## src/verilog/arit_pkg.sv

```systemverilog
// shared constants, types and register map of the analyzer remote io terminal
package arit_pkg;

	// timing
	localparam int CLK_MHZ = 100; // system clock rate
	localparam int DEB_TIME_US = 10000; // contact settle time in microseconds
	localparam int DEB_CYC_DEF = DEB_TIME_US * CLK_MHZ; // settle time in cycles

	// command line buffer
	localparam int LINE_DEPTH_DEF = 64; // characters per line
	localparam int CHAR_W = 8; // serial character width

	// serial control characters
	localparam logic [7:0] CH_CTRL_C = 8'h03; // computer mode or pause listing
	localparam logic [7:0] CH_BS = 8'h08; // erase one character
	localparam logic [7:0] CH_CR = 8'h0d; // end of command line
	localparam logic [7:0] CH_CTRL_P = 8'h10; // resume listing
	localparam logic [7:0] CH_CTRL_T = 8'h14; // terminal mode
	localparam logic [7:0] CH_ESC = 8'h1b; // erase whole line
	localparam logic [7:0] CH_QMARK = 8'h3f; // help command
	localparam logic [7:0] CH_LC_A = 8'h61; // first lower case letter
	localparam logic [7:0] CH_LC_Z = 8'h7a; // last lower case letter
	localparam logic [7:0] CH_CASE = 8'h20; // lower to upper case distance

	// apb register byte addresses
	localparam logic [11:0] A_INST = 12'h000; // instrument state, rw
	localparam logic [11:0] A_CONFIG = 12'h004; // mode flags, rw
	localparam logic [11:0] A_STATUS = 12'h008; // terminal status, ro
	localparam logic [11:0] A_CTRL = 12'h00c; // action bits, wo
	localparam logic [11:0] A_LIST_TX = 12'h010; // listing byte, wo
	localparam logic [11:0] A_LINE_BASE = 12'h100; // line buffer window, ro

	// field positions
	localparam int CTRL_CAL_CLR = 0; // ctrl: end calibration mode
	localparam int CTRL_LINE_ACK = 1; // ctrl: line consumed, clear buffer
	localparam int LIST_END_BIT = 8; // list_tx: listing finished

	// calibration mode, also the remote mode label code
	typedef enum logic [1:0] {ARIT_CAL_NONE, ARIT_CAL_ZERO, ARIT_CAL_SPAN, ARIT_CAL_MID} arit_cal_e;

	// instrument state written by software, fault in bit 0
	typedef struct packed {
		logic diag; // diagnostic mode
		logic span_cal; // span calibration from panel
		logic zero_cal; // zero calibration from panel
		logic high_sel; // upper range selected
		logic auto_rng; // automatic range mode active
		logic measurement_valid_output; // reading valid
		logic fault; // any fault present
	} arit_inst_s;

	// terminal status read back
	typedef struct packed {
		logic [7:0] line_len; // buffered characters
		logic id_given; // help line carried an identifier
		arit_cal_e cal; // calibration mode
		logic paused; // listing suspended
		logic listing; // listing in progress
		logic help_req; // help line received
		logic line_ready; // complete line waiting
		logic term_mode; // terminal mode active
	} arit_stat_s;

endpackage : arit_pkg

```

## src/verilog/arit_line_mem.sv

```systemverilog
// command line character buffer with registered read data
`timescale 1ns/1ps
module arit_line_mem #(
	parameter int W = 8, // character width
	parameter int DEPTH = 64, // characters
	localparam int AW = $clog2(DEPTH) // address width
) (
	input wire logic clk, // system clock
	input wire logic rst_n, // async reset, active low
	input wire logic we, // write strobe
	input wire logic [AW-1:0] waddr, // write address
	input wire logic [W-1:0] wdata, // write character
	input wire logic [AW-1:0] raddr, // read address
	output logic [W-1:0] rdata // read character, one cycle late
);

	// all storage of the buffer
	typedef struct packed {
		logic [DEPTH-1:0][W-1:0] cells; // character cells
		logic [W-1:0] rd; // read data register
	} arit_mem_s;

	arit_mem_s q; // current state
	arit_mem_s d; // next state

	// write one cell, register the addressed cell
	always_comb begin
		d = q;
		if (we) begin
			d.cells[waddr] = wdata;
		end
		d.rd = q.cells[raddr];
	end

	// storage registers
	always_ff @(posedge clk or negedge rst_n) begin
		if (!rst_n) begin
			q <= '0;
		end else begin
			q <= d;
		end
	end

	assign rdata = q.rd;

endmodule : arit_line_mem

```

## src/verilog/arit_top.sv

```systemverilog
// remote io terminal: status outputs, contact inputs, serial command line
`timescale 1ns/1ps
module arit_top import arit_pkg::*; #(
	parameter int DEB_CYCLES = DEB_CYC_DEF, // contact settle cycles
	parameter int LINE_DEPTH = LINE_DEPTH_DEF, // line buffer characters
	localparam int CW = $clog2(DEB_CYCLES + 1), // settle counter width
	localparam int AW = $clog2(LINE_DEPTH), // buffer address width
	localparam int LW = $clog2(LINE_DEPTH + 1) // line length width
) (
	input wire logic clk, // 100 mhz system clock
	input wire logic rst_n, // async reset, active low
	input wire logic psel, // apb select
	input wire logic penable, // apb access phase
	input wire logic pwrite, // apb write
	input wire logic [11:0] paddr, // apb byte address
	input wire logic [31:0] pwdata, // apb write data
	output logic [31:0] prdata, // apb read data
	output logic pready, // apb ready
	output logic pslverr, // apb error, unmapped address or write to the read-only line window
	input wire logic [2:0] contact_in, // zero, span, midpoint contacts
	input wire logic [7:0] rx_data, // received character
	input wire logic rx_valid, // received character strobe
	output logic [7:0] tx_data, // character to send
	output logic tx_valid, // character offered
	input wire logic tx_ready, // sender takes character
	output logic [7:0] status_out, // conducting status pins 1 to 8
	output logic [1:0] mode_label // remote calibration mode label
);

	// elaboration checks
	generate
		if (DEB_CYCLES < 1) begin : g_bad_deb
			$error("settle count must be at least one");
		end
		if (LINE_DEPTH < 2 || LINE_DEPTH > 255 || (1 << AW) != LINE_DEPTH) begin : g_bad_depth
			$error("line depth must be a power of two from 2 to 128");
		end
	endgenerate

	// whole state of the block
	typedef struct packed {
		logic [2:0] sync1; // first synchroniser stage
		logic [2:0] sync2; // second synchroniser stage
		logic [2:0] deb; // debounced contact levels
		logic [2:0][CW-1:0] deb_cnt; // settle counters
		arit_inst_s inst; // instrument state
		logic [1:0] cfg; // mode flags 1 and 2
		arit_cal_e cal; // calibration mode
		logic term; // terminal mode
		logic line_ready; // line complete
		logic help_req; // help line seen
		logic id_given; // help line had identifier
		logic listing; // listing running
		logic paused; // listing suspended
		logic [LW-1:0] len; // buffered characters
		logic [7:0] first_ch; // first buffered character
		logic echo_pend; // echo waiting
		logic [7:0] echo_ch; // echo character
		logic hold_full; // listing byte waiting
		logic [7:0] hold_ch; // listing byte
		logic tx_valid; // character offered
		logic [7:0] tx_data; // offered character
		logic pready; // apb ready
		logic pslverr; // apb error
		logic [31:0] prdata; // apb read data
		logic [7:0] status; // status pins
	} arit_state_s;

	arit_state_s q; // current state
	arit_state_s d; // next state

	// buffer port signals
	logic mem_we; // store character
	logic [AW-1:0] mem_waddr; // store position
	logic [7:0] mem_wdata; // stored character
	logic [AW-1:0] mem_raddr; // apb read position
	logic [7:0] mem_rdata; // apb read character

	// work values of the next state logic
	logic acc; // apb access phase
	logic done; // apb transfer completes this edge
	logic hit; // mapped address
	logic stall; // listing byte cannot be taken yet
	logic [31:0] rd; // read value
	logic [9:0] line_idx; // word index into buffer window
	logic [2:0] rise; // debounced contact rising
	logic [7:0] up; // case folded character
	arit_stat_s stat; // status word

	// line buffer
	arit_line_mem #(
		.W(CHAR_W),
		.DEPTH(LINE_DEPTH)
	) u_line (
		.clk(clk),
		.rst_n(rst_n),
		.we(mem_we),
		.waddr(mem_waddr),
		.wdata(mem_wdata),
		.raddr(mem_raddr),
		.rdata(mem_rdata)
	);

	// next state of the whole block
	always_comb begin
		d = q;
		mem_we = 1'b0;
		mem_waddr = q.len[AW-1:0];
		up = rx_data;
		line_idx = paddr[11:2] - A_LINE_BASE[11:2];
		mem_raddr = line_idx[AW-1:0];
		acc = psel && penable;
		done = acc && q.pready;
		hit = 1'b1;
		stall = 1'b0;
		rd = '0;
		rise = '0;
		stat = '0;

		// status word seen by software
		stat.line_len = 8'(q.len);
		stat.id_given = q.id_given;
		stat.cal = q.cal;
		stat.paused = q.paused;
		stat.listing = q.listing;
		stat.help_req = q.help_req;
		stat.line_ready = q.line_ready;
		stat.term_mode = q.term;

		// apb decode, one wait state before ready
		if (q.pready) begin
			d.pready = 1'b0;
			d.pslverr = 1'b0;
		end else if (acc) begin
			if (paddr == A_INST) begin
				rd = 32'(q.inst);
			end else if (paddr == A_CONFIG) begin
				rd = 32'(q.cfg);
			end else if (paddr == A_STATUS) begin
				rd = 32'(stat);
			end else if (paddr == A_CTRL) begin
				rd = '0;
			end else if (paddr == A_LIST_TX) begin
				stall = pwrite && q.hold_full; // back-pressure on the listing
			end else if (paddr >= A_LINE_BASE && line_idx < 10'(LINE_DEPTH)
					&& paddr[1:0] == 2'b00 && !pwrite) begin
				rd = 32'(mem_rdata); // read issued in setup cycle
			end else begin
				hit = 1'b0; // unmapped or write to the read-only line window
			end
			if (!stall) begin
				d.pready = 1'b1;
				d.prdata = pwrite ? 32'h0000_0000 : rd;
				d.pslverr = !hit;
			end
		end

		// software writes take effect at completion
		if (done && pwrite && !q.pslverr) begin
			if (paddr == A_INST) begin
				d.inst = pwdata[$bits(arit_inst_s)-1:0];
			end else if (paddr == A_CONFIG) begin
				d.cfg = pwdata[1:0];
			end else if (paddr == A_CTRL) begin
				if (pwdata[CTRL_CAL_CLR]) begin
					d.cal = ARIT_CAL_NONE;
				end
				if (pwdata[CTRL_LINE_ACK]) begin
					d.line_ready = 1'b0;
					d.help_req = 1'b0;
					d.id_given = 1'b0;
					d.len = '0;
				end
			end else if (paddr == A_LIST_TX) begin
				if (pwdata[LIST_END_BIT]) begin
					d.listing = 1'b0;
					d.paused = 1'b0;
				end else begin
					d.hold_full = 1'b1;
					d.hold_ch = pwdata[7:0];
				end
			end
		end

		// contact synchronise and debounce, unused contacts have no pin
		for (int i = 0; i < 3; i++) begin
			d.sync1[i] = contact_in[i];
			d.sync2[i] = q.sync1[i];
			if (q.sync2[i] != q.deb[i]) begin
				if (q.deb_cnt[i] == CW'(DEB_CYCLES - 1)) begin
					d.deb[i] = q.sync2[i]; // level stable long enough
					d.deb_cnt[i] = '0;
				end else begin
					d.deb_cnt[i] = q.deb_cnt[i] + 1'b1;
				end
			end else begin
				d.deb_cnt[i] = '0; // bounce restarts the wait
			end
			rise[i] = d.deb[i] && !q.deb[i];
		end

		// contact edge starts calibration once, wins over software clear
		if (rise[0]) begin
			d.cal = ARIT_CAL_ZERO;
		end else if (rise[1]) begin
			d.cal = ARIT_CAL_SPAN;
		end else if (rise[2]) begin
			d.cal = ARIT_CAL_MID;
		end

		// serial sender: echo first, then listing bytes
		if (q.tx_valid) begin
			if (tx_ready) begin
				d.tx_valid = 1'b0;
			end
		end else if (q.echo_pend) begin
			d.tx_valid = 1'b1;
			d.tx_data = q.echo_ch;
			d.echo_pend = 1'b0;
		end else if (q.hold_full && !q.paused) begin
			d.tx_valid = 1'b1;
			d.tx_data = q.hold_ch;
			d.hold_full = 1'b0;
		end

		// received characters
		if (rx_data >= CH_LC_A && rx_data <= CH_LC_Z) begin
			up = rx_data - CH_CASE;
		end
		if (rx_valid) begin
			if (rx_data == CH_CTRL_T) begin
				if (q.cfg == 2'b00) begin
					d.term = 1'b1;
				end
			end else if (rx_data == CH_CTRL_C) begin
				if (q.listing) begin
					d.paused = 1'b1;
				end else begin
					d.term = 1'b0;
				end
			end else if (rx_data == CH_CTRL_P) begin
				if (q.listing) begin
					d.paused = 1'b0;
				end
			end else if (!q.line_ready) begin
				if (rx_data == CH_CR) begin
					d.line_ready = 1'b1;
					if (q.first_ch == CH_QMARK && q.len != '0) begin
						d.help_req = 1'b1;
						d.listing = 1'b1;
						d.paused = 1'b0;
						d.id_given = q.len > LW'(1);
					end
				end else if (rx_data == CH_BS) begin
					if (q.len != '0) begin
						d.len = q.len - 1'b1;
					end
				end else if (rx_data == CH_ESC) begin
					d.len = '0;
				end else if (q.len != LW'(LINE_DEPTH)) begin
					mem_we = 1'b1;
					d.len = q.len + 1'b1;
					if (q.len == '0) begin
						d.first_ch = up;
					end
				end
				if (q.term && !q.echo_pend) begin
					d.echo_pend = 1'b1; // echo only in terminal mode
					d.echo_ch = rx_data;
				end
			end
		end
		mem_wdata = up;

		// flags set forbid terminal mode
		if (q.cfg != 2'b00) begin
			d.term = 1'b0;
		end

		// status pins, conducting is 1
		d.status[0] = !q.inst.fault;
		d.status[1] = q.inst.measurement_valid_output;
		d.status[2] = q.inst.auto_rng && q.inst.high_sel;
		d.status[3] = q.inst.zero_cal || q.cal == ARIT_CAL_ZERO;
		d.status[4] = q.inst.span_cal || q.cal == ARIT_CAL_SPAN
				|| q.cal == ARIT_CAL_MID;
		d.status[5] = q.inst.diag;
		d.status[6] = q.inst.auto_rng && !q.inst.high_sel;
		d.status[7] = 1'b0;
	end

	// state registers
	always_ff @(posedge clk or negedge rst_n) begin
		if (!rst_n) begin
			q <= '0;
		end else begin
			q <= d;
		end
	end

	// outputs straight from registers
	assign prdata = q.prdata;
	assign pready = q.pready;
	assign pslverr = q.pslverr;
	assign tx_data = q.tx_data;
	assign tx_valid = q.tx_valid;
	assign status_out = q.status;
	assign mode_label = q.cal;
endmodule : arit_top

```

## config.mk

```make
export PLATFORM = sky130hd
export DESIGN_NAME = arit_top
export DESIGN_NICKNAME = d
export VERILOG_FILES = /design/src/verilog/arit_pkg.sv /design/src/verilog/arit_line_mem.sv /design/src/verilog/arit_top.sv
export SDC_FILE = /design/constraint.sdc
export NUM_CORES = 1
export LEC_CHECK = 0
export BUFFER_PORTS_ARGS = -buffer_cell sky130_fd_sc_hd__buf_2
export CAP_MARGIN = 20
export CELL_PAD_IN_SITES_DETAIL_PLACEMENT = 2
export CELL_PAD_IN_SITES_GLOBAL_PLACEMENT = 2
export CORE_UTILIZATION = 49
export CTS_BUF_LIST = sky130_fd_sc_hd__clkbuf_8 sky130_fd_sc_hd__clkbuf_16
export CTS_CLUSTER_DIAMETER = 120
export DETAILED_ROUTE_END_ITERATION = 8
export MAX_ROUTING_LAYER = met4
export PLACE_DENSITY_LB_ADDON = 0.25
export SETUP_SLACK_MARGIN = 0.3
export SLEW_MARGIN = 10
export SYNTH_ARGS = -nofsm -noshare
export SYNTH_HDL_FRONTEND = slang
export SYNTH_SLANG_ARGS = --single-unit
```

## constraint.sdc

```tcl
create_clock -name clk -period 7.1 [get_ports clk]
set_input_delay 0 -clock clk [delete_from_list [all_inputs] [get_ports clk]]
set_output_delay 0 -clock clk [all_outputs]
set_load 0.01 [all_outputs]
```

Yosys cells after proc, flatten, opt, wreduce, memory -nomap -nowiden
Index checks and enable logic that the tools add are counted.

operators by class
  mux-type cells = 111
  $mul = 0
  bitwise operators = 14
  add/sub/neg operators = 7
  order comparisons = 8
  div/mod/pow operators = 0
  shift-type cells = 0
  eq/ne operators = 26
  reductions and logical operators = 54

operators by type and width
  operator                                                     number
  bitwise mux 512 bit                                          1
  two-way mux 20 bit                                           6
  two-way mux 9 bit                                            9
  two-way mux 15 bit                                           5
  two-way mux 8 bit                                            9
  two-way mux 34 bit                                           2
  adder 20 x 1 -> 20 bit (second input constant)               3
  equality test 20 bit (second input constant)                 3
  two-way mux 29 bit                                           2
  binary-select mux 8 bit (select 6 bit)                       1
  demux 8 bit (select 6 bit)                                   1
  two-way mux 24 bit                                           2
  two-way mux 1 bit                                            45
  two-way mux 12 bit                                           3
  two-way mux 7 bit                                            5
  two-way mux 32 bit                                           1
  two-way mux 30 bit                                           1
  equality test 12 x 4 -> 1 bit (second input constant)        2
  equality test 8 x 5 -> 1 bit (second input constant)         3
  two-way mux 2 bit                                            12
  logical AND 1 bit                                            18
  equality test 8 x 4 -> 1 bit (second input constant)         2
  less-than comparator 6 x 7 -> 1 bit (second input constant)  2
  inverter 1 bit                                               14
  39 further kinds                                             68

word-level totals
  memories kept = 0
  register bits after elaboration = 689
  output and inout port bits = 53
  memory bits (read-only) = 0
  bits in latches = 0
  memory bits (writable) = 0
  word-level logic and storage cells = 318

Longest topological paths before layout
Gate-level depths: netlist of run 1.

  depth after elaboration = 17
  depth in mapped cells = 10
  depth with buffers taken out = 7

Hierarchy
A second synthesis of run 1 with hierarchy kept.

second synthesis, totals
  cell total of the unflattened synthesis = 2222
  area, all modules = 31262.5 µm²

modules (own cells, without submodules)
  module         cells each  times used  area each (µm²)
  arit_line_mem  1494        1           23767.8
  arit_top       728         1           7494.7

Least setup slack after synthesis of run 1
OpenSTA, ideal clock, no wires.

  kind = reg2reg
  from = reg q (netlist bit mem_waddr[0])
  to = reg u_line.q[240] (netlist name)
  period minus slack after synthesis = 2.527 ns
  stages on the path, launching flop included = 11
  data required time = 6.975 ns
  buffers on the path = 3
  arrival = 2.402 ns
  setup slack = 4.573 ns
  path through = dfrtp_1 > clkbuf_1 > inv_1 > ha_1 > nand3_1 > and3_1 > buf_2 > nand3_1 > or2_2 > buf_4 > mux2_2

on the way
  longest elaborated chain between the ends = 10
  elaborated cells between the ends (all ways) = 16

RTL lines
  element                 RTL line             RTL
  from (decl)             arit_top.sv:69       arit_state_s q;
  from (signal assigned)  arit_top.sv:295      q <= '0;
  from (signal assigned)  arit_top.sv:297      q <= d;
  inequality test 7 bit   arit_top.sv:260      end else if (q.len != LW'(LINE_DEPTH)) begin
  two-way mux 1 bit       arit_top.sv:260
  two-way mux 1 bit       arit_top.sv:258      end else if (rx_data == CH_ESC) begin
  two-way mux 1 bit       arit_top.sv:254      end else if (rx_data == CH_BS) begin
  two-way mux 1 bit       arit_top.sv:246      if (rx_data == CH_CR) begin
  two-way mux 1 bit       arit_top.sv:245      end else if (!q.line_ready) begin
  two-way mux 1 bit       arit_top.sv:241      end else if (rx_data == CH_CTRL_P) begin
  two-way mux 1 bit       arit_top.sv:235      end else if (rx_data == CH_CTRL_C) begin
  two-way mux 1 bit       arit_top.sv:231      if (rx_data == CH_CTRL_T) begin
  two-way mux 1 bit       arit_top.sv:230      if (rx_valid) begin
  to (signal assigned)    arit_line_mem.sv:38  q <= '0;
  to (signal assigned)    arit_line_mem.sv:40  q <= d;
  to (decl)               arit_line_mem.sv:23  arit_mem_s q;

Parallel ways exist; a longest one is shown, timed or not.
A chain may end at the register's enable or synchronous reset.

Worst setup path after layout of run 1
  from = reg q (netlist bit mem_waddr[0])
  to = reg u_line.q[185] (netlist name)

The elaborated chain is that of the path after synthesis.

==> results.txt, run 1 <==
Endpoints failing hold: 0
RSZ-0062 raised after global routing: no
Final WL: 98,100 um
Clock Latency Late Sink: 620 ps
WL/cell: 31.2 um
HPWL Detailed: 57,400 um
Max Clock Skew: 26.7 ps
Leak pwr: 16.4 nW
Pre-CTS worst setup slack: 2540 ps
CTS resizes: 0
Worst Path Max Fanout: 24
Clk pin slew, worst setup/hold paths: 60 ps
Initial Util: 49.8%
Gp weighted congestion: 0.854
Crit. End Element: flip-flop
Global-route wire length before repair: 150,000 um
CTS Sinks: 672
Async S/R FF share, synth: 100%
Final setup viols: 0
Status: finished, final reports clean
Min Tclk post-route: 3960 ps
Sum Neg Setup Slack: 0 ps
Seq/Total Area, Yosys: 53.2%
F_max: 253 MHz
Count leader, synth: dfrtp_1
# nets final: 2,314
CTS H-tree lvls: 3
Top cell type's share of synthesized area: 53.2%
Io pins: 115
Maximum VDD drop: 0.232 mV
DR vias/cell: 6.30
Synth Instances: 2,221
Routed Antenna Nets: 0
Row cnt: 92
Combinational share of power: 19.8%
Synth cell types: 69
Total global-route track usage: 31.5%
Ys flop type: dfrtp_1
Pwr Density: 319 nW/um^2
Largest net degree at the start of global routing: 204
Die Span Y: 256 um
Via Count: 19,800
GRT overflow: 0
HP Class: in -> reg
P&R area growth vs syn: 11.0%
Critical path required time: 7580 ps
Final setup margin: 3140 ps
Area contributors post-synth: dfrtp_1 53%, mux2_2 19%, mux4_2 10%
Syn Area/Cell: 14.2 um^2
Total power: 0.0112 W
Synth cell count leaders: 672 x dfrtp_1, 538 x mux2_2, 141 x mux4_2, 99 x clkbuf_1, 94 x nor2_1
Max-slew violations: 0
Layout cells sized above 1: 41.8%
Internal power: 0.00791 W
DIE WIDTH: 256 um
Core area: 63,400 um^2
Slew @ Worst Pin: 1220 ps
Slew margin rel.: 18.8%
Filler instances: 5,601
CTS tree: built
Antenna violations before repair: 1
Yosys Warn Count: 0
Die ar.: 65,500 um^2
Post-synthesis cell area: 31,600 um^2
CTS Hold Bufs: 31
Startpoint Class: flip-flop
Post-CTS setup buffers: 0
Max-cap violation count: 0
Post-synth EDFFs: 0
CP arrival: 4440 ps
Setup CP Type: reg -> reg
Cell taking the most area after synthesis: dfrtp_1
Sw frac: 29.3%
Input/output buffers: 73
Pre-Repair DR Iteration Count: 7
Tcrit/Tclk final: 55.7%
Vias in the first global route: 22,500
CTS Buffer Depth: 3
Net switching power: 0.00328 W
Root Driver: clkbuf_16
Reg2reg setup slack: 3140 ps
Power share of the clock group: 34.1%
Starting DRT DRC Count: 1,207
Seq cells post-synth: 672
Sequential power share: 46.1%
CTS buffer count: 73
Drt drc: 0
[stage by stage]
step                hold slack, ps  cells  util (%)  area (um^2)
floorplan                     -296   2238         -        31700
global placement              21.1   2981      51.0        32300
detailed placement            38.9   2981      51.0        32300
CTS                           8.72   3135      55.2        35000
global route                  15.3   3140      55.3        35100
finish                        29.0   3141      55.3        35100
[layout make-up]
| class | instances | area, um^2 | share of cell area (%) |
|---|---|---|---|
| diodes | 2 | 5.00 | 0.0143 |
| clock buffers | 91 | 2140 | 6.11 |
| clock inverters | 32 | 214 | 0.610 |
| inverters | 22 | 82.6 | 0.235 |
| multi-input cells | 1345 | 13800 | 39.3 |
| flip-flops and latches | 672 | 16800 | 47.9 |
| well taps | 846 | 1060 | 3.02 |
| repair buffers | 131 | 978 | 2.79 |
[state kept, by name, summed over array words and instances (netlist names), 2 cells and up]
name,flops
u_line.q,512
mode_label,2
tx_data,8
d,5
q,106
status_out,7
mem_waddr,6
prdata,15
u_line.rdata,8
[per-layer routing]
layer	part of all wire [%]	global-route usage, %	wire length (um)
met1	41	39.5	40400
met2	52	53.5	51300
met3	3.6	3.74	3570
met4	2.9	9.48	2850
met5	0	-	0
[cell usage in the layout, fill, tap and decap left out, drive strengths merged, types with 5 or more instances in the layout]
| master | count |
|---|---|
| dfrtp | 672 |
| mux2 | 551 |
| mux4 | 141 |
| nor2 | 109 |
| buf | 100 |
| clkbuf | 92 |
| nand2 | 64 |
| nor3 | 54 |
| nand3 | 48 |
| o21ai | 44 |
| inv | 43 |
| xor2 | 32 |
| a22oi | 30 |
| dlygate4sd3 | 30 |
| xnor2 | 24 |
| and3 | 21 |
| mux2i | 18 |
| conb | 18 |
| or3 | 16 |
| nor2b | 15 |
| nand4 | 15 |
| a21oi | 14 |
| nor4 | 12 |
| a22o | 10 |
| a211oi | 9 |
| or2 | 8 |
| clkinv | 8 |
| nor4b | 7 |
| ha | 7 |
| nand2b | 6 |
| and2 | 6 |
| or4 | 6 |
| o22ai | 5 |
| and4 | 5 |
[power groups by stage]
| stage | clock [W] | combinational [W] | sequential (W) |
|---|---|---|---|
| 2_1_floorplan | 0 | 0.00159 | 0.00490 |
| 3_3_place_gp | 0 | 0.00200 | 0.00503 |
| 3_5_place_dp | 0 | 0.00213 | 0.00516 |
| 4_1_cts | 0.00388 | 0.00222 | 0.00515 |
| 5_1_grt | 0.00401 | 0.00233 | 0.00523 |
| 6_report | 0.00382 | 0.00222 | 0.00516 |
[kinds of logic after synthesis]
family / synth area share [%]
AOI/OAI and AO/OA: 3.09
DFF: 53.2
other: 0.0119
adders and majority gates: 0.277
muxes: 30.2
and+or+nand+nor: 8.14
buffers and inverters: 3.47
xor gates and xnor gates: 1.55
[worst max-delay path: stages, from the launching register on]
cell and delay, ps:
dfrtp_1 640, inv_1 210, ha_1 330, nand3_1 140
and3_1 520, nand2_4 390, buf_16 330, nor3_2 770
mux2_2 440
[path summary, 6_finish.rpt]
kind	depth (start not counted)	start	to
worst max-delay path	8	mem_waddr[0]	u_line.q[185]
worst max register to register	8	mem_waddr[0]	u_line.q[185]
max in group asynchronous	4	rst_n	u_line.q[239]
worst min register to register	0	d[164]	q[164]
worst min-delay path	2	contact_in[0]	d[164]
min in group asynchronous	3	rst_n	u_line.q[400]
No activity file was read; power rests on OpenSTA's default activity.
==> inputs of run 2 (changes only) <==
- CORE_UTILIZATION: 49 -> 41
- clock period: 7.1 -> 3.5 ns (I/O delays scaled with it)
==> run 2 against run 1 <==
Net effect: power is 100% higher; sequential power is 98% higher; first-iteration DRC count is 17% lower; combinational power is 110% higher; sequential share of layout area is 0.91 points lower; via count is 2.8% lower; sequential cell count stayed put; critical path type is now in -> reg; cell area is 1.9% higher; highest routed layer unchanged; global-route usage is 6.8 points lower.
==> results.txt, run 2 (synthesis results as in run 1) <==
Status: finished, final reports clean
Routed Antenna Nets: 0 (unchanged)
Total global-route track usage: 24.7% (-6.8 points)
Antenna violations before repair: 3 (+2)
Root Driver: clkbuf_16
Most frequent cells in the layout: 672 x dfrtp_1, 538 x mux2_2, 141 x mux4_2, 93 x nor2_1, 80 x clkbuf_16
Startpoint Class: primary input
Maximum VDD drop: 0.373 mV (+61%)
WL met1: 39,500 um (-2.4%)
CTS Buffer Depth: 3 (unchanged)
P&R area growth vs syn: 13.2%
Pwr Density: 633 nW/um^2 (+98%)
Critical path required time: 4000 ps (-3580 ps)
Global-route wire length before repair: 142,000 um (-5.6%)
Largest net degree at the start of global routing: 99 (-51%)
Max-cap violation count: 0 (unchanged)
F_max: 334 MHz
CTS tree: built
Crit. End Element: flip-flop
Initial Util: 41.5% (-8.3 points)
Core area: 76,100 um^2 (+20%)
Final setup viols: 0 (unchanged)
Max Clock Skew: 36.3 ps (+9.57 ps)
Leak pwr: 16.6 nW (+1.3%)
Endpoints failing hold: 0 (unchanged)
Pre-Repair DR Iteration Count: 5 (-2)
Vias in the first global route: 22,300 (-0.80%)
Min Tclk post-route: 2990 ps
CTS buffer count: 77 (+5.5%)
Max layer used: met4
Max reg flops: 512 (unchanged)
Final WL: 90,600 um (-7.6%)
Row cnt: 101 (+9.8%)
Slew margin rel.: 29.0% (+10 points)
CTS H-tree lvls: 3 (unchanged)
Final cell count without fillers: 3,364 (+7.1%)
Setup CP Type: in -> reg
Max-slew violations: 0 (unchanged)
Io pins: 115 (unchanged)
Drt drc: 0 (unchanged)
# nets final: 2,357 (+1.9%)
HPWL Detailed: 59,200 um (+3.2%)
Starting DRT DRC Count: 998 (-17%)
Die Span Y: 280 um (+9.2%)
Worst Path Max Fanout: 13 (-46%)
Fin Hold WS: 38.3 ps (+9.30 ps)
Most flop-heavy register: u_line.q
Routed met2 length: 45,900 um (-11%)
Tcrit/Tclk final: 85.5%
HP Class: in -> async
Inst Count DP: 3,211 (+7.7%)
Clock Latency Late Sink: 620 ps (about the same)
Final setup margin: 509 ps (-2630 ps)
DR vias/cell: 5.72 (-9.3%)
GRT overflow: 0 (unchanged)
RSZ-0062 raised after global routing: no
Gp weighted congestion: 0.818 (-4.2%)
Sum Neg Setup Slack: 0 ps (unchanged)
CTS Sinks: 672 (unchanged)
Input/output buffers: 73 (unchanged)
WL/cell: 26.9 um (-14%)
Clk pin slew, worst setup/hold paths: 60 ps (about the same)
CP arrival: 3490 ps (-950 ps)
DIE WIDTH: 280 um (+9.2%)
Commonest non-fill, non-tap cell in the layout: dfrtp_1
Slew @ Worst Pin: 1060 ps (-162 ps)
Post-CTS setup buffers: 0 (unchanged)
Pre-CTS worst setup slack: 363 ps (-2180 ps)
Routed wl met3: 2830 um (-21%)
Via Count: 19,200 (-2.8%)
Layout cells sized above 1: 43.2% (+1.4 points)
Die ar.: 78,200 um^2 (+19%)
## run 2: cell count changes in the layout (fill, tap and decap cells not counted), sizes merged
| cell | delta |
|---|---|
| buf | +41 |
| clkbuf | +4 |
| clkinv | -1 |
| clkinvlp | +1 |
| dlygate4sd3 | -2 |
| inv | -4 |
## run 2: layout make-up
class / instances / area [um^2]
antenna: 2 / 5.00
clock buffer: 95 / 2210
clock inverter: 28 / 223
fill: 7145 / 40300
inverter: 22 / 82.6
multi-input combinational: 1345 / 13800
sequential: 672 / 16800
tap: 1030 / 1290
timing repair buffer: 170 / 1340
## run 2: final timing paths
check                         startpoint             to  slack (ps)  cells past startpoint
max                             paddr[7]          q[58]         510                      8
min                                rst_n         q[146]          40                      2
max reg2reg                 mem_waddr[2]  u_line.q[247]         530                      7
min reg2reg                       d[166]         q[166]         350                      0
max in group asynchronous          rst_n  u_line.q[185]        2300                      3
min in group clk           contact_in[0]         d[164]          40                      2
## run 2: layer usage
metal | vias up | global-route usage (%)
met5 | - | -
met4 | 0 | 7.05
met3 | 125 | 2.71
met2 | 354 | 41.3
met1 | 10500 | 31.8
li1 | 8224 | -
## run 2: what timing repair did
item / CTS / global route
endpoints found under the hold margin: 131 / 0
endpoints found under the setup margin: 0 / 2
gates resized for setup: 0 / 2
hold buffers: 28 / 0
## run 2: worst max-delay path: stages
cell           delay [ps]
dlygate4sd3_1         580
buf_2                 250
or4_1                 670
nor4_2                490
nand2_1               120
nor2_2                410
mux2_2                390
dlygate4sd3_1         560
## run 2: where the power goes
part | internal (W) | switching (W)
Combinational | 0.00229 | 0.00231
Clock | 0.00464 | 0.00316
Sequential | 0.00933 | 0.000904
Total | 0.0163 | 0.00638
## run 2: metrics by stage
stage | instance area, um^2 | power, W | util (%)
finish | 35800 | 0.0226 | 47.0
detailed placement | 33000 | 0.0149 | 43.4
floorplan | 31700 | 0.0132 | -
CTS | 35700 | 0.0229 | 47.0
global placement | 33000 | 0.0145 | 43.4
global route | 35800 | 0.0236 | 47.0
==> inputs of run 3 (changes only) <==
- clock period: 3.5 -> 2.7 ns (I/O delays scaled with it)
==> run 3 against run 2 <==
Net effect: global-route usage increased by 1.3 points; hold slack got worse by 4.4 ps; power is 32% higher; clock-buffer cell count is 1 lower; utilization grew 2.2 points; sequential power is 30% higher; routed wire length rose by 6.9%; cell count increased by 4.0%; combinational power rose by 41%; register-to-register slack worse by 200 ps; largest power group unchanged; highest routed layer unchanged.
==> results.txt, run 3 (synthesis results as in run 1) <==
Status: finished, final reports clean
Via Count: 20,000 (+3.8%)
Reg2Reg Depth: 9 (+2)
Final WL: 96,900 um (+6.9%)
Inst Count DP: 3,320 (+3.4%)
CP arrival: 2870 ps (-620 ps)
Largest net degree at the start of global routing: 91 (-8.1%)
HP Class: in -> reg
Layout cells sized above 1: 46.2% (+2.9 points)
Most frequent cells in the layout: 671 x dfrtp_1, 538 x mux2_2, 141 x mux4_2, 129 x buf_4, 93 x nor2_1
Core area: 76,100 um^2 (unchanged)
Final cell count without fillers: 3,499 (+4.0%)
Maximum VDD drop: 0.521 mV (+39%)
Crit. End Element: flip-flop
Slew margin rel.: 31.0% (+2.0 points)
Final setup viols: 0 (unchanged)
Slew @ Worst Pin: 1030 ps (-29.9 ps)
Die ar.: 78,200 um^2 (unchanged)
Max-cap violation count: 0 (unchanged)
Vias in the first global route: 22,800 (+2.3%)
Hold EP: d[166]
Gp weighted congestion: 0.838 (+2.4%)
Crit-path cells: inv_2, ha_2, nand3_2, and3_4, nand2_4, buf_16, nor3_4, buf_12, mux2_2
Commonest non-fill, non-tap cell in the layout: dfrtp_1
Pre-Repair DR Iteration Count: 5 (unchanged)
F_max: 423 MHz
Min Tclk post-route: 2370 ps
Leak pwr: 17.4 nW (+4.9%)
Reg2reg setup slack: 330 ps (-200 ps)
Die Span Y: 280 um (unchanged)
Starting DRT DRC Count: 1,177 (+18%)
Endpoints failing hold: 0 (unchanged)
Max reg flops: 512 (unchanged)
Startpoint Class: flip-flop
Crit-path slowest cell: dfrtp_1
Total global-route track usage: 26.0% (+1.3 points)
Slowest stage delay, CP: 380 ps (-290 ps)
Global-route wire length before repair: 149,000 um (+4.7%)
Most flop-heavy register: u_line.q
P&R area growth vs syn: 18.4%
Initial Util: 41.5% (unchanged)
Cell family with most CP delay: simple AND/OR/NAND/NOR gates
RSZ-0062 raised after global routing: yes
Routed Antenna Nets: 0 (unchanged)
CTS Sinks: 672 (unchanged)
Setup CP Type: reg -> reg
Hold Crit Depth: 2
Buf/Inv on CP: 3 (unchanged)
Clk pin slew, worst setup/hold paths: 60 ps (about the same)
DR vias/cell: 5.71 (-0.21%)
Reg-to-reg startpoint: mem_waddr[1]
CTS buffer count: 76 (-1.3%)
Max Clock Skew: 17.7 ps (-18.6 ps)
WL/cell: 27.7 um (+2.8%)
Max-slew violations: 0 (unchanged)
CTS H-tree lvls: 3 (unchanged)
Filler instances: 7,057 (-1.2%)
CTS Buffer Depth: 3 (unchanged)
Worst Path Max Fanout: 9 (-4)
Fin Hold WS: 33.9 ps (-4.41 ps)
Drt drc: 0 (unchanged)
Input/output buffers: 73 (unchanged)
Clock Latency Late Sink: 630 ps (about the same)
Pwr Density: 801 nW/um^2 (+27%)
DIE WIDTH: 280 um (unchanged)
Row cnt: 101 (unchanged)
CTS tree: built
HPWL Detailed: 62,300 um (+5.3%)
Tcrit/Tclk final: 87.6%
R2R Path End: u_line.q[170]
# nets final: 2,488 (+5.6%)
Root Driver: clkbuf_16
Hold Startpoint: contact_in[2]
Io pins: 115 (unchanged)
Critical path required time: 3200 ps (-800 ps)
GRT overflow: 0 (unchanged)
Antenna violations before repair: 3 (unchanged)
## run 3: cell count changes in the layout (fill, tap and decap cells not counted), sizes merged
cell         previous run  this run
inv                    39        40
bufinv                  3         4
nand2                  64        65
bufbuf                  0         1
clkinv                  7        10
dlygate4sd3            28        43
clkbuf                 96        95
clkinvlp                1         0
buf                   141       256
## run 3: layout make-up
| cell class | count | area, um^2 | share of cell area, % |
|---|---|---|---|
| flip-flops and latches | 672 | 16800 | 45.0 |
| multi-input cells | 1346 | 13900 | 37.1 |
| repair buffers | 301 | 2880 | 7.71 |
| clock buffers | 94 | 2160 | 5.78 |
| well taps | 1030 | 1290 | 3.45 |
| clock inverters | 32 | 275 | 0.736 |
| inverters | 22 | 82.6 | 0.221 |
| diodes | 2 | 5.00 | 0.0134 |
## run 3: repair_timing
item,CTS,global route
hold buffers,43,0
pin swaps,2,2
gates resized for setup,21,11
setup endpoints to repair,373,320
setup buffers,2,3
endpoints found under the hold margin,289,0
gates cloned,2,1
## run 3: per-stage QoR
stage               utilization, %  TNS (ps)  instance area (um^2)  power [W]  setup slack (ps)
finish                        49.2         0                 37400     0.0300               335
CTS                           49.1         0                 37300     0.0302               279
detailed placement            45.1      -580                 34300     0.0196             -32.7
global route                  49.2         0                 37400     0.0312               261
global placement              45.1         0                 34300     0.0190              77.5
floorplan                        -         0                 31700     0.0171               309
## run 3: worst max path at each step
stage	startpoint	to	slack, ps	cells after the start
floorplan	mem_waddr[0]	u_line.q[168]	310	10
global placement	rx_data[0]	u_line.q[311]	80	9
detailed placement	rx_data[0]	u_line.q[327]	-30	9
CTS	mem_waddr[2]	u_line.q[516]	280	9
global route	paddr[2]	q[58]	260	9
finish	mem_waddr[1]	u_line.q[170]	330	9
## run 3: report_power, final
group / total [W] / switching (W) / internal [W]
sequential: 0.0133 / 0.00121 / 0.0121
combinational: 0.00647 / 0.00319 / 0.00328
clock: 0.0102 / 0.00420 / 0.00600
total: 0.0300 / 0.00860 / 0.0214
## run 3: per-layer routing
layer	vias up	track usage (%)	part of all wire, %
li1	8514	-	-
met1	10900	33.6	44
met2	405	43.5	51
met3	138	3.08	3.4
met4	0	7.02	2.4
met5	-	-	0
